===== config.mk =====
export PLATFORM = sky130hd
export DESIGN_NAME = ddc_host_ctrl
export DESIGN_NICKNAME = d
export VERILOG_FILES = /design/src/hw/ddc_wake_timer.v /design/src/hw/ddc_host_ctrl.v
export VERILOG_INCLUDE_DIRS = /design/src /design/src/hw
export SDC_FILE = /design/constraint.sdc
export NUM_CORES = 1
export LEC_CHECK = 0
export ABC_CLOCK_PERIOD_IN_PS = 4200
export BUFFER_PORTS_ARGS = -buffer_cell sky130_fd_sc_hd__buf_2
export CORE_MARGIN = 5
export CORE_UTILIZATION = 44
export CTS_CLUSTER_SIZE = 30
export DETAILED_ROUTE_END_ITERATION = 10
export GPL_ROUTABILITY_DRIVEN = 1
export SLEW_MARGIN = 5
export SYNTH_ARGS = -nofsm -noshare
export SYNTH_HDL_FRONTEND = slang
export SYNTH_SLANG_ARGS = --single-unit

===== constraint.sdc =====
create_clock -name clk_sys -period 4.2 [get_ports clk_sys]
set_clock_uncertainty 0.05 [all_clocks]
set_input_delay 0.21 -clock clk_sys [delete_from_list [all_inputs] [get_ports clk_sys]]
set_output_delay 0.21 -clock clk_sys [all_outputs]
set_load 0.05 [all_outputs]

===== src/hw/ddc_consts.vh =====
// Constants for the dual converter parallel-load host controller
`ifndef DDC_CONSTS_VH
`define DDC_CONSTS_VH
// Register offsets of the command port
`define DDC_ADDR_DATA_A   4'h0
`define DDC_ADDR_DATA_B   4'h1
`define DDC_ADDR_CTRL     4'h2
`define DDC_ADDR_CMD      4'h3
`define DDC_ADDR_STATUS   4'h4
// Control register fields
`define DDC_CTRL_GAIN     0
`define DDC_CTRL_BUF      1
`define DDC_CTRL_PWR      2
`define DDC_CTRL_SYNC     3
// Command register fields
`define DDC_CMD_WRA       0
`define DDC_CMD_WRB       1
`define DDC_CMD_UPD       2
`define DDC_CMD_CLR       3
// Status fields
`define DDC_ST_BUSY       0
`define DDC_ST_WAKE       1
`define DDC_ST_PWR        2
// Pin timing at 40 MHz
`define DDC_CLK_MHZ       40
`define DDC_STROBE_CYC    3'h2
`define DDC_SETUP_CYC     3'h1
`define DDC_WAKE_NS_5V    2500
`define DDC_WAKE_NS_3V    5000
`endif


===== src/hw/ddc_wake_timer.v =====
// Wake-delay timer after the power-down pin is released
`timescale 1ns/1ps
`default_nettype none
module ddc_wake_timer #(
   parameter CYC_W = 16
) (
   // Clock and reset
   input  wire             clk_sys,
   input  wire             rst_n,
   // Control
   input  wire             start,
   input  wire             abort,
   input  wire [CYC_W-1:0] cycles,
   // Status
   output reg              waking_r
);
   reg [CYC_W-1:0] cnt_r;
   always @(posedge clk_sys or negedge rst_n) begin
      if (!rst_n) begin
         cnt_r    <= {CYC_W{1'b0}};
         waking_r <= 1'b0;
      end else if (abort) begin
         cnt_r    <= {CYC_W{1'b0}};
         waking_r <= 1'b0;
      end else if (start) begin
         cnt_r    <= cycles;
         waking_r <= 1'b1;
      end else if (waking_r) begin
         if (cnt_r <= {{(CYC_W-1){1'b0}}, 1'b1})
            waking_r <= 1'b0;
         cnt_r <= cnt_r - {{(CYC_W-1){1'b0}}, 1'b1};
      end
   end
endmodule
`default_nettype wire


===== src/hw/ddc_host_ctrl.v =====
// Host controller driving a dual parallel-load converter over its pins
//
// Functional notes
// - Bus at least data width wide
// - Ten-bit: gain bit 10, buffer 11
// - Twelve-bit: gain bit 12, buffer 13
// - Shared byte select reaches right register
// - Chip select stable while address changes
// - Update held low gives synchronous mode; with sync_r the code pulses update once after the queued channel writes are all done instead
//
// Local design decisions: strobed register access and the placing of the registers.
`timescale 1ns/1ps
`default_nettype none
`include "ddc_consts.vh"
module ddc_host_ctrl #(
   parameter RES       = 12,
   parameter TWO_BYTE  = 0,
   parameter BUS_W     = 16,
   parameter WAKE_5V   = 1,
   parameter WAKE_CYC  = WAKE_5V ? (`DDC_WAKE_NS_5V * `DDC_CLK_MHZ / 1000)
                                 : (`DDC_WAKE_NS_3V * `DDC_CLK_MHZ / 1000)
) (
   // Clock and reset
   input  wire             clk_sys,
   input  wire             rst_n,
   // Command port
   input  wire [3:0]       cmd_addr,
   input  wire [15:0]      cmd_wdata,
   input  wire             cmd_wr,
   input  wire             cmd_rd,
   output reg  [15:0]      cmd_rdata_r,
   // Converter pins
   output reg  [BUS_W-1:0] data_line_r,
   output reg              channel_select_r,
   output reg              upper_byte_select_r,
   output reg              chip_select_n_r,
   output reg              write_n_r,
   output reg              update_strobe_n_r,
   output reg              clear_n_r,
   output reg              power_down_n_r
);
   localparam ST_IDLE  = 6'h01;
   localparam ST_SETUP = 6'h02;
   localparam ST_LOW   = 6'h04;
   localparam ST_HOLD  = 6'h08;
   localparam ST_UPD   = 6'h10;
   localparam ST_CLR   = 6'h20;
   localparam DW       = (RES > 12) ? 12 : RES;

   reg [5:0]    st_r;
   reg [2:0]    cnt_r;
   reg [11:0]   data_a_r;
   reg [11:0]   data_b_r;
   reg          gain_r;
   reg          bufen_r;
   reg          sync_r;
   reg [1:0]    pend_r;
   reg          upd_pend_r;
   reg          clr_pend_r;
   reg          chan_r;
   reg          byte_r;
   reg [15:0]   word;
   wire         waking;
   wire [15:0]  wake_cyc = WAKE_CYC[15:0];
   wire         cmd_hit  = cmd_wr && (cmd_addr == `DDC_ADDR_CMD);

   ddc_wake_timer #(.CYC_W(16)) u_wake (
      .clk_sys  (clk_sys),
      .rst_n    (rst_n),
      .start    (cmd_wr && cmd_addr == `DDC_ADDR_CTRL && cmd_wdata[`DDC_CTRL_PWR]
                 && !power_down_n_r),
      .abort    (cmd_wr && cmd_addr == `DDC_ADDR_CTRL && !cmd_wdata[`DDC_CTRL_PWR]),
      .cycles   (wake_cyc),
      .waking_r (waking)
   );

   // Bus word for the pending transfer
   always @* begin
      word = 16'h0000;
      if (TWO_BYTE != 0) begin
         if (byte_r)
            word = {8'h00, 2'b00, bufen_r, gain_r, (chan_r ? data_b_r[11:8] : data_a_r[11:8])};
         else
            word = {8'h00, (chan_r ? data_b_r[7:0] : data_a_r[7:0])};
      end else begin
         word[DW-1:0] = chan_r ? data_b_r[DW-1:0] : data_a_r[DW-1:0];
         word[DW]     = gain_r;
         word[DW+1]   = bufen_r;
      end
   end

   always @(posedge clk_sys or negedge rst_n) begin
      if (!rst_n) begin
         st_r                <= ST_IDLE;
         cnt_r               <= 3'h0;
         data_a_r            <= 12'h000;
         data_b_r            <= 12'h000;
         gain_r              <= 1'b0;
         bufen_r             <= 1'b0;
         sync_r              <= 1'b0;
         pend_r              <= 2'b00;
         upd_pend_r          <= 1'b0;
         clr_pend_r          <= 1'b0;
         chan_r              <= 1'b0;
         byte_r              <= 1'b0;
         cmd_rdata_r         <= 16'h0000;
         data_line_r         <= {BUS_W{1'b0}};
         channel_select_r    <= 1'b0;
         upper_byte_select_r <= 1'b0;
         chip_select_n_r     <= 1'b1;
         write_n_r           <= 1'b1;
         update_strobe_n_r   <= 1'b1;
         clear_n_r           <= 1'b1;
         power_down_n_r      <= 1'b1;
      end else begin
         // Register writes; sets from software only
         if (cmd_wr) begin
            case (cmd_addr)
               `DDC_ADDR_DATA_A: data_a_r <= cmd_wdata[11:0];
               `DDC_ADDR_DATA_B: data_b_r <= cmd_wdata[11:0];
               `DDC_ADDR_CTRL: begin
                  gain_r         <= cmd_wdata[`DDC_CTRL_GAIN];
                  bufen_r        <= cmd_wdata[`DDC_CTRL_BUF];
                  sync_r         <= cmd_wdata[`DDC_CTRL_SYNC];
                  power_down_n_r <= cmd_wdata[`DDC_CTRL_PWR];
               end
               default: ;
            endcase
         end
         // Command read-back
         if (cmd_rd) begin
            case (cmd_addr)
               `DDC_ADDR_DATA_A: cmd_rdata_r <= {4'h0, data_a_r};
               `DDC_ADDR_DATA_B: cmd_rdata_r <= {4'h0, data_b_r};
               `DDC_ADDR_CTRL:   cmd_rdata_r <= {12'h000, sync_r, power_down_n_r,
                                                 bufen_r, gain_r};
               `DDC_ADDR_STATUS: cmd_rdata_r <= {13'h0, power_down_n_r, waking,
                                                 (st_r != ST_IDLE) | (|pend_r)
                                                 | upd_pend_r | clr_pend_r};
               default:          cmd_rdata_r <= 16'h0000;
            endcase
         end
         // Commands queue even while busy; a new set beats a same-cycle clear
         if (cmd_hit) begin
            pend_r     <= pend_r | {cmd_wdata[`DDC_CMD_WRB], cmd_wdata[`DDC_CMD_WRA]};
            upd_pend_r <= upd_pend_r | cmd_wdata[`DDC_CMD_UPD];
            clr_pend_r <= clr_pend_r | cmd_wdata[`DDC_CMD_CLR];
         end
         case (st_r)
            ST_IDLE: begin
               chip_select_n_r   <= 1'b1;
               write_n_r         <= 1'b1;
               update_strobe_n_r <= 1'b1;
               clear_n_r         <= 1'b1;
               cnt_r             <= `DDC_SETUP_CYC;
               if (clr_pend_r) begin
                  clr_pend_r <= cmd_hit & cmd_wdata[`DDC_CMD_CLR];
                  clear_n_r  <= 1'b0;
                  cnt_r      <= `DDC_STROBE_CYC;
                  st_r       <= ST_CLR;
               end else if (|pend_r) begin
                  chan_r           <= ~pend_r[0];
                  channel_select_r <= ~pend_r[0];
                  byte_r           <= 1'b0;
                  st_r             <= ST_SETUP;
               end else if (upd_pend_r) begin
                  upd_pend_r        <= cmd_hit & cmd_wdata[`DDC_CMD_UPD];
                  update_strobe_n_r <= 1'b0;
                  cnt_r             <= `DDC_STROBE_CYC;
                  st_r              <= ST_UPD;
               end
            end
            ST_SETUP: begin
               // Lines frozen once select falls; late register writes cannot move them
               if (cnt_r == 3'h0) begin
                  chip_select_n_r <= 1'b0;
                  write_n_r       <= 1'b0;
                  cnt_r           <= `DDC_STROBE_CYC;
                  st_r            <= ST_LOW;
               end else begin
                  upper_byte_select_r <= byte_r;
                  data_line_r         <= word[BUS_W-1:0];
                  cnt_r               <= cnt_r - 3'h1;
               end
            end
            ST_LOW: begin
               if (cnt_r == 3'h0) begin
                  write_n_r <= 1'b1;
                  cnt_r     <= `DDC_SETUP_CYC;
                  st_r      <= ST_HOLD;
               end else
                  cnt_r <= cnt_r - 3'h1;
            end
            ST_HOLD: begin
               if (cnt_r == 3'h0) begin
                  chip_select_n_r <= 1'b1;
                  if (TWO_BYTE != 0 && !byte_r) begin
                     byte_r <= 1'b1;
                     cnt_r  <= `DDC_SETUP_CYC;
                     st_r   <= ST_SETUP;
                  end else begin
                     if (chan_r)
                        pend_r[1] <= cmd_hit & cmd_wdata[`DDC_CMD_WRB];
                     else
                        pend_r[0] <= cmd_hit & cmd_wdata[`DDC_CMD_WRA];
                     if (sync_r)
                        upd_pend_r <= 1'b1;
                     st_r <= ST_IDLE;
                  end
               end else
                  cnt_r <= cnt_r - 3'h1;
            end
            ST_UPD, ST_CLR: begin
               if (cnt_r == 3'h0) begin
                  update_strobe_n_r <= 1'b1;
                  clear_n_r         <= 1'b1;
                  st_r              <= ST_IDLE;
               end else
                  cnt_r <= cnt_r - 3'h1;
            end
            default: st_r <= ST_IDLE;
         endcase
      end
   end
endmodule
`default_nettype wire


==> out/results.ini, run 1 <==
[layout]
area_growth_pct = 10.8
post-route-util = 0.497
antenna_cells = 0
drive_gt1_frac = 0.258
fin_nets = 469
final_common_cell = dfrtp_1
final_cell_mix = dfrtp_1, buf_2, nand2_1

[logic_synthesis]
ys_types = 62
yosysTopAreaCell = dfrtp_1
synth_ff_type = dfrtp_1
ys_warn_count = 0
synth_area_leaders = dfrtp_1, mux2_2, dfstp_2, mux2i_1, nand2_1
synth_edf_count = 0
syn_area_mm2 = 0.00434
async_flop_share = 1.00
synth_top_area_frac = 0.479
syn-instance-count = 400
ys_seq_area_frac = 0.515
ys_ff_latch = 89
syn_avg_cell_area_um2 = 10.9

[clocking]
cts_tree = done
postCtsSetupBuffers = 0
cts_num_sinks = 89
htreeDepth = 3
ctsResizeCount = 0
ctsHoldBuffers = 1
clk_latency_ns = 0.36
clkTransAtPathRegs_ns = 0.09
cts_inserted_buffers = 9
clockBufferDepth = 2
root_buffer = clkbuf_8

[job]
maxCapViolCount = 0

[sta]
fin_tns_setup_ns = 0
whs_ns = 0.0506
hold_viol = 0
worst_slew_pin_slew_ns = 1.11
timing.fmax_ghz = 0.402
period_share = 0.592
slew_headroom = 0.255
setup_viol = 0
finalMaxSlewViolations = 0
final.min_clock_period_ns = 2.49
rsz0062_at_grt = false
setup_ws_ns = 1.71

[pwr]
combinationalPowerShare = 0.388
power_leakage_nw = 2.15
p_clk_frac = 0.173
vdd_drop_max_v = 0.000398
internal_power_mw = 1.81
power_mw = 3.12
power.density_mw_per_mm2 = 650
swShare = 0.420
switchingPower_mw = 1.31
p_seq_frac = 0.439

[global_route]
antenna_found_initial = 0
first_global_vias = 2990
grt_max_degree = 58
overflow = 0
grt_pass1_wl_mm = 15.1
grt.total_usage = 0.166

[critical_path]
r2r_start = st_r[2]
r2r_slack_ns = 1.71
critPathSlowestCell = nand3_1
endpoint_kind = flip-flop
ff2ff_path_depth = 5
startpoint = st_r[2]
path_cells = nor4_1, nand3_1, o31a_1, nor2b_1, o32ai_1
endpoint = cnt_r[1]
r2r_end = cnt_r[1]
crit_type = reg2reg
worstPathArrival_ns = 2.66
start_kind = flip-flop
worst-path-max-fanout = 28
slowest_delay_ns = 0.77
required_ns = 4.37

[detailed_routing]
routed_wl_mm = 9.26
dr_total_vias = 3018
highest_layer = met4
routedWlPerCell_um = 16.0
drc = 0
wl_met2_mm = 4.67
wl_met3_um = 509
avgViaCountPerCell = 5.21
ant_nets = 0
drtPass1Iterations = 4
met1Wirelength_mm = 3.98
drtIter0Drc = 106

[die]
dieArea_mm2 = 0.0120
rows = 36
die_x_um = 109
io_pins = 63
initial_core_util = 0.448
dieHeight_um = 109
core-area_mm2 = 0.00968

[min_path]
hold_path.startpoint = cmd_wdata[8]
worstHoldPathType = in2reg

[place]
place_congestion = 0.789
post-place-ws_ns = 1.72
portBuffers = 51
hpwlAfterDp_mm = 6.63

[run_status]
outcome = complete, no violations

power by group through the flow:
| stage | combinational, mW | sequential, mW | clock (mW) |
|---|---|---|---|
| after floorplan | 0.817 | 1.52 | 0 |
| after global placement | 1.21 | 1.38 | 0 |
| after detailed placement | 1.22 | 1.39 | 0 |
| after CTS | 1.23 | 1.37 | 0.564 |
| after global routing | 1.34 | 1.42 | 0.608 |
| final | 1.21 | 1.37 | 0.541 |
cells by family after synthesis:
group                      synth area share
xor gates and xnor gates             0.0303
AOI/OAI and AO/OA                     0.124
and+or+nand+nor                       0.150
other                              0.000864
buffers and inverters                0.0545
DFF                                   0.515
muxes                                 0.112
adders and majority gates            0.0138
metal layers:
| metal | track usage | up-vias |
|---|---|---|
| li1 | - | 1499 |
| met1 | 0.207 | 1462 |
| met2 | 0.273 | 51 |
| met3 | 0.0540 | 6 |
| met4 | 0.0508 | 0 |
| met5 | 0 | - |
critical path: cells and delay by family (launching register included):
family           cells  cell delay (ns)
AO/OA/AOI/OAI        2             0.44
flip-flops           1             0.48
AND/OR/NAND/NOR      3             1.38
registers in the layout, indices dropped and copies added (netlist names):
| name | count |
|---|---|
| upd_pend_r | 1 |
| gain_r | 1 |
| clr_pend_r | 1 |
| u_wake.cnt_r | 16 |
| write_n_r | 1 |
| data_b_r | 12 |
| data_a_r | 12 |
| chan_r | 1 |
| data_line_r | 14 |
| clear_n_r | 1 |
| bufen_r | 1 |
| power_down_n_r | 1 |
| u_wake.waking_r | 1 |
| pend_r | 2 |
| update_strobe_n_r | 1 |
| st_r | 6 |
| sync_r | 1 |
| chip_select_n_r | 1 |
| cnt_r | 3 |
| cmd_rdata_r | 12 |
worst min path at each step:
stage | end | slack, ns | cells past startpoint
after floorplan | bufen_r | -0.14 | 0
after global placement | data_line_r[7] | 0.27 | 1
after detailed placement | data_line_r[7] | 0.27 | 1
after CTS | data_a_r[8] | 0.03 | 2
after global routing | data_b_r[6] | 0.03 | 2
final | data_a_r[8] | 0.05 | 2
synthesized netlist by cell type, types with 4 or more instances:
master and count:
a21oi_1 20, a22oi_1 10, or4_1 4, nand3b_1 4, dfstp_2 6, nand2b_1 4, inv_1 16, mux2i_1 15
nor2_1 26, nand2_1 31, ha_1 4, dfrtp_1 83, nor2b_1 6, o22ai_1 10, nand3_1 9, xor2_1 12
clkbuf_1 11, o21ai_0 20, buf_4 11, mux2_2 30, nor3_1 7
through the flow:
stage | cells | area (um2)
3_3_place_gp | 562 | 4620
2_1_floorplan | 406 | 4360
5_1_grt | 579 | 4810
3_5_place_dp | 562 | 4620
6_report | 579 | 4810
4_1_cts | 579 | 4810
area by class of cell:
cell class                      instances  area (um2)
Fill cell                             911        4870
Sequential cell                        89        2230
Multi-Input combinational cell        272        1890
Timing Repair Buffer                   53         275
Tap cell                              133         166
Clock buffer                           11         141
Inverter                               16        60.1
Clock inverter                          5        40.0
(Power assumes the default switching activity.)
==> run 2, diff against run 1 <==
--- a/config.mk
+++ b/config.mk
@@ -6,7 +6,7 @@
 export SDC_FILE = /design/constraint.sdc
 export NUM_CORES = 1
 export LEC_CHECK = 0
-export ABC_CLOCK_PERIOD_IN_PS = 4200
+export ABC_CLOCK_PERIOD_IN_PS = 2400
 export BUFFER_PORTS_ARGS = -buffer_cell sky130_fd_sc_hd__buf_2
 export CORE_MARGIN = 5
 export CORE_UTILIZATION = 44
==> constraint.sdc (replaced) <==
create_clock -name clk_sys -period 2.4 [get_ports clk_sys]
set_clock_uncertainty 0.05 [all_clocks]
set_input_delay 0.12 -clock clk_sys [delete_from_list [all_inputs] [get_ports clk_sys]]
set_output_delay 0.12 -clock clk_sys [all_outputs]
set_load 0.05 [all_outputs]
==> run 2 against run 1 <==
Setup slack lost 1.4 ns; non-clock buffer count is 19 higher; sequential power is 75% higher; global-route usage up 0.38 points; critical path depth stayed put; flip-flop and latch count unchanged; register-to-register slack got worse by 1.4 ns; largest cell class unchanged.
==> out/results.ini, run 2 (same netlist as run 1, synthesis figures left out) <==
[layout]
num-fill-cells = 929  ; +2.0%
final_cell_mix = dfrtp_1, buf_2, nand2_1
regArea_mm2 = 0.00223  ; unchanged
top_register = u_wake.cnt_r
final_common_cell = dfrtp_1
largest_reg_flops = 16  ; unchanged
drive_gt1_frac = 0.265  ; +0.00667
fin_nets = 488  ; +4.1%
final_cells = 598  ; +3.3%
multiInputGateArea_mm2 = 0.00189  ; unchanged
area_growth_pct = 14.7
antenna_cells = 0  ; unchanged
top_regs = u_wake.cnt_r: 16 flops, data_line_r: 14 flops

[critical_path]
critPathSlowestCell = or4_4
slowest_delay_ns = 0.61  ; -0.16 ns
crit_type = reg2reg
required_ns = 2.60  ; -1.77 ns
start_kind = flip-flop
worst-path-max-fanout = 9  ; -68%
r2r_slack_ns = 0.30  ; -1.41 ns
startpoint = st_r[3]
worstPathArrival_ns = 2.29  ; -0.37 ns
r2r_start = st_r[3]
path_cells = or4_4, nor4b_4, nand3b_1, nand4_1, nand3_1
endpoint_kind = flip-flop

[job]
maxCapViolCount = 0  ; unchanged

[sta]
worst_slew_pin_slew_ns = 0.771  ; -0.343 ns
hold_viol = 0  ; unchanged
slew_headroom = 0.486  ; +0.231
setup_viol = 0  ; unchanged
period_share = 0.873  ; +0.281
fin_tns_setup_ns = 0  ; unchanged
timing.fmax_ghz = 0.477  ; +19%
rsz0062_at_grt = false
final.min_clock_period_ns = 2.10  ; -0.390 ns
finalMaxSlewViolations = 0  ; unchanged

[clocking]
cts_num_sinks = 89  ; unchanged
cts_inserted_buffers = 9  ; unchanged
clockBufferDepth = 2  ; unchanged
clk_latency_ns = 0.35  ; about the same
ctsResizeCount = 0  ; unchanged
cts_tree = done
htreeDepth = 3  ; unchanged
clkTransAtPathRegs_ns = 0.10  ; about the same
root_buffer = clkbuf_8

[global_route]
first_global_vias = 3192  ; +6.8%
antenna_found_initial = 0  ; unchanged
grt_max_degree = 39  ; -33%
grt.total_usage = 0.169  ; +0.00383
overflow = 0  ; unchanged
grt_pass1_wl_mm = 15.7  ; +4.2%

[place]
place_congestion = 0.820  ; +3.9%
portBuffers = 51  ; unchanged
hpwlAfterDp_mm = 6.92  ; +4.5%
place_inst = 571  ; +1.6%

[detailed_routing]
avgViaCountPerCell = 5.19  ; -0.45%
routedWlPerCell_um = 16.0  ; -0.12%
routed_wl_mm = 9.55  ; +3.2%
drtIter0Drc = 133  ; +25%
ant_nets = 0  ; unchanged
dr_total_vias = 3103  ; +2.8%
drtPass1Iterations = 4  ; unchanged
drc = 0  ; unchanged

[pwr]
power.density_mw_per_mm2 = 1100  ; +70%
power_mw = 5.50  ; +76%
vdd_drop_max_v = 0.000531  ; +34%
power_leakage_nw = 2.23  ; +3.9%

[die]
rows = 36  ; unchanged
core-area_mm2 = 0.00968  ; unchanged
io_pins = 63  ; unchanged
initial_core_util = 0.448  ; unchanged
dieHeight_um = 109  ; unchanged
dieArea_mm2 = 0.0120  ; unchanged
die_x_um = 109  ; unchanged

[min_path]
worstHoldPathType = in2reg
hold_path.startpoint = cmd_wdata[3]

[run_status]
outcome = complete, no violations

## run 2: metrics by stage
step	setup WS (ns)	cell area (um2)	util	hold slack, ns
after global placement	0.339	4700	0.485	0.0534
after global routing	0.170	4980	0.514	0.00834
after CTS	0.311	4980	0.514	0.000795
final	0.304	4980	0.514	0.0121
after detailed placement	0.308	4700	0.485	0.0533
after floorplan	0.405	4360	-	-0.226
## run 2: metal layers
layer	wire [um]	global-route usage	up-vias
li1	-	-	1529
met1	4130	0.211	1508
met3	389	0.0305	10
met4	110	0.0534	0
met2	4920	0.298	56
met5	0	0	-
## run 2: area by class of cell
class | count | share of cell area
tap | 133 | 0.0334
clock buffer | 11 | 0.0264
clock inverter | 5 | 0.00804
inverter | 16 | 0.0121
sequential | 89 | 0.449
multi-input combinational | 272 | 0.380
timing repair buffer | 72 | 0.0915
## run 2: critical path, delay by kind of cell (launching register included)
kind / cells / cell delay, ns
AND/OR/NAND/NOR: 5 / 1.48
flip-flops: 1 / 0.48
## run 2: final timing paths
kind                                  endpoint  depth (start not counted)
worst max-delay path            cmd_rdata_r[0]                          5
worst min-delay path                clr_pend_r                          2
worst max register to register  cmd_rdata_r[0]                          5
worst min register to register          chan_r                          1
max in group asynchronous            write_n_r                          3
min in group asynchronous       data_line_r[7]                          2
## run 2: what timing repair did
| action | 4_1_cts | 5_1_grt |
|---|---|---|
| hold endpoints to repair | 53 | 0 |
| hold buffers | 11 | 0 |
| buffers inserted | 0 | 0 |
## run 2: where the power goes
part | internal [mW] | leakage, nW | total, mW | switching [mW]
combinational | 0.848 | 1.04 | 2.18 | 1.33
sequential | 1.95 | 1.11 | 2.40 | 0.456
clock | 0.383 | 0.0762 | 0.920 | 0.537
total | 3.18 | 2.23 | 5.50 | 2.32
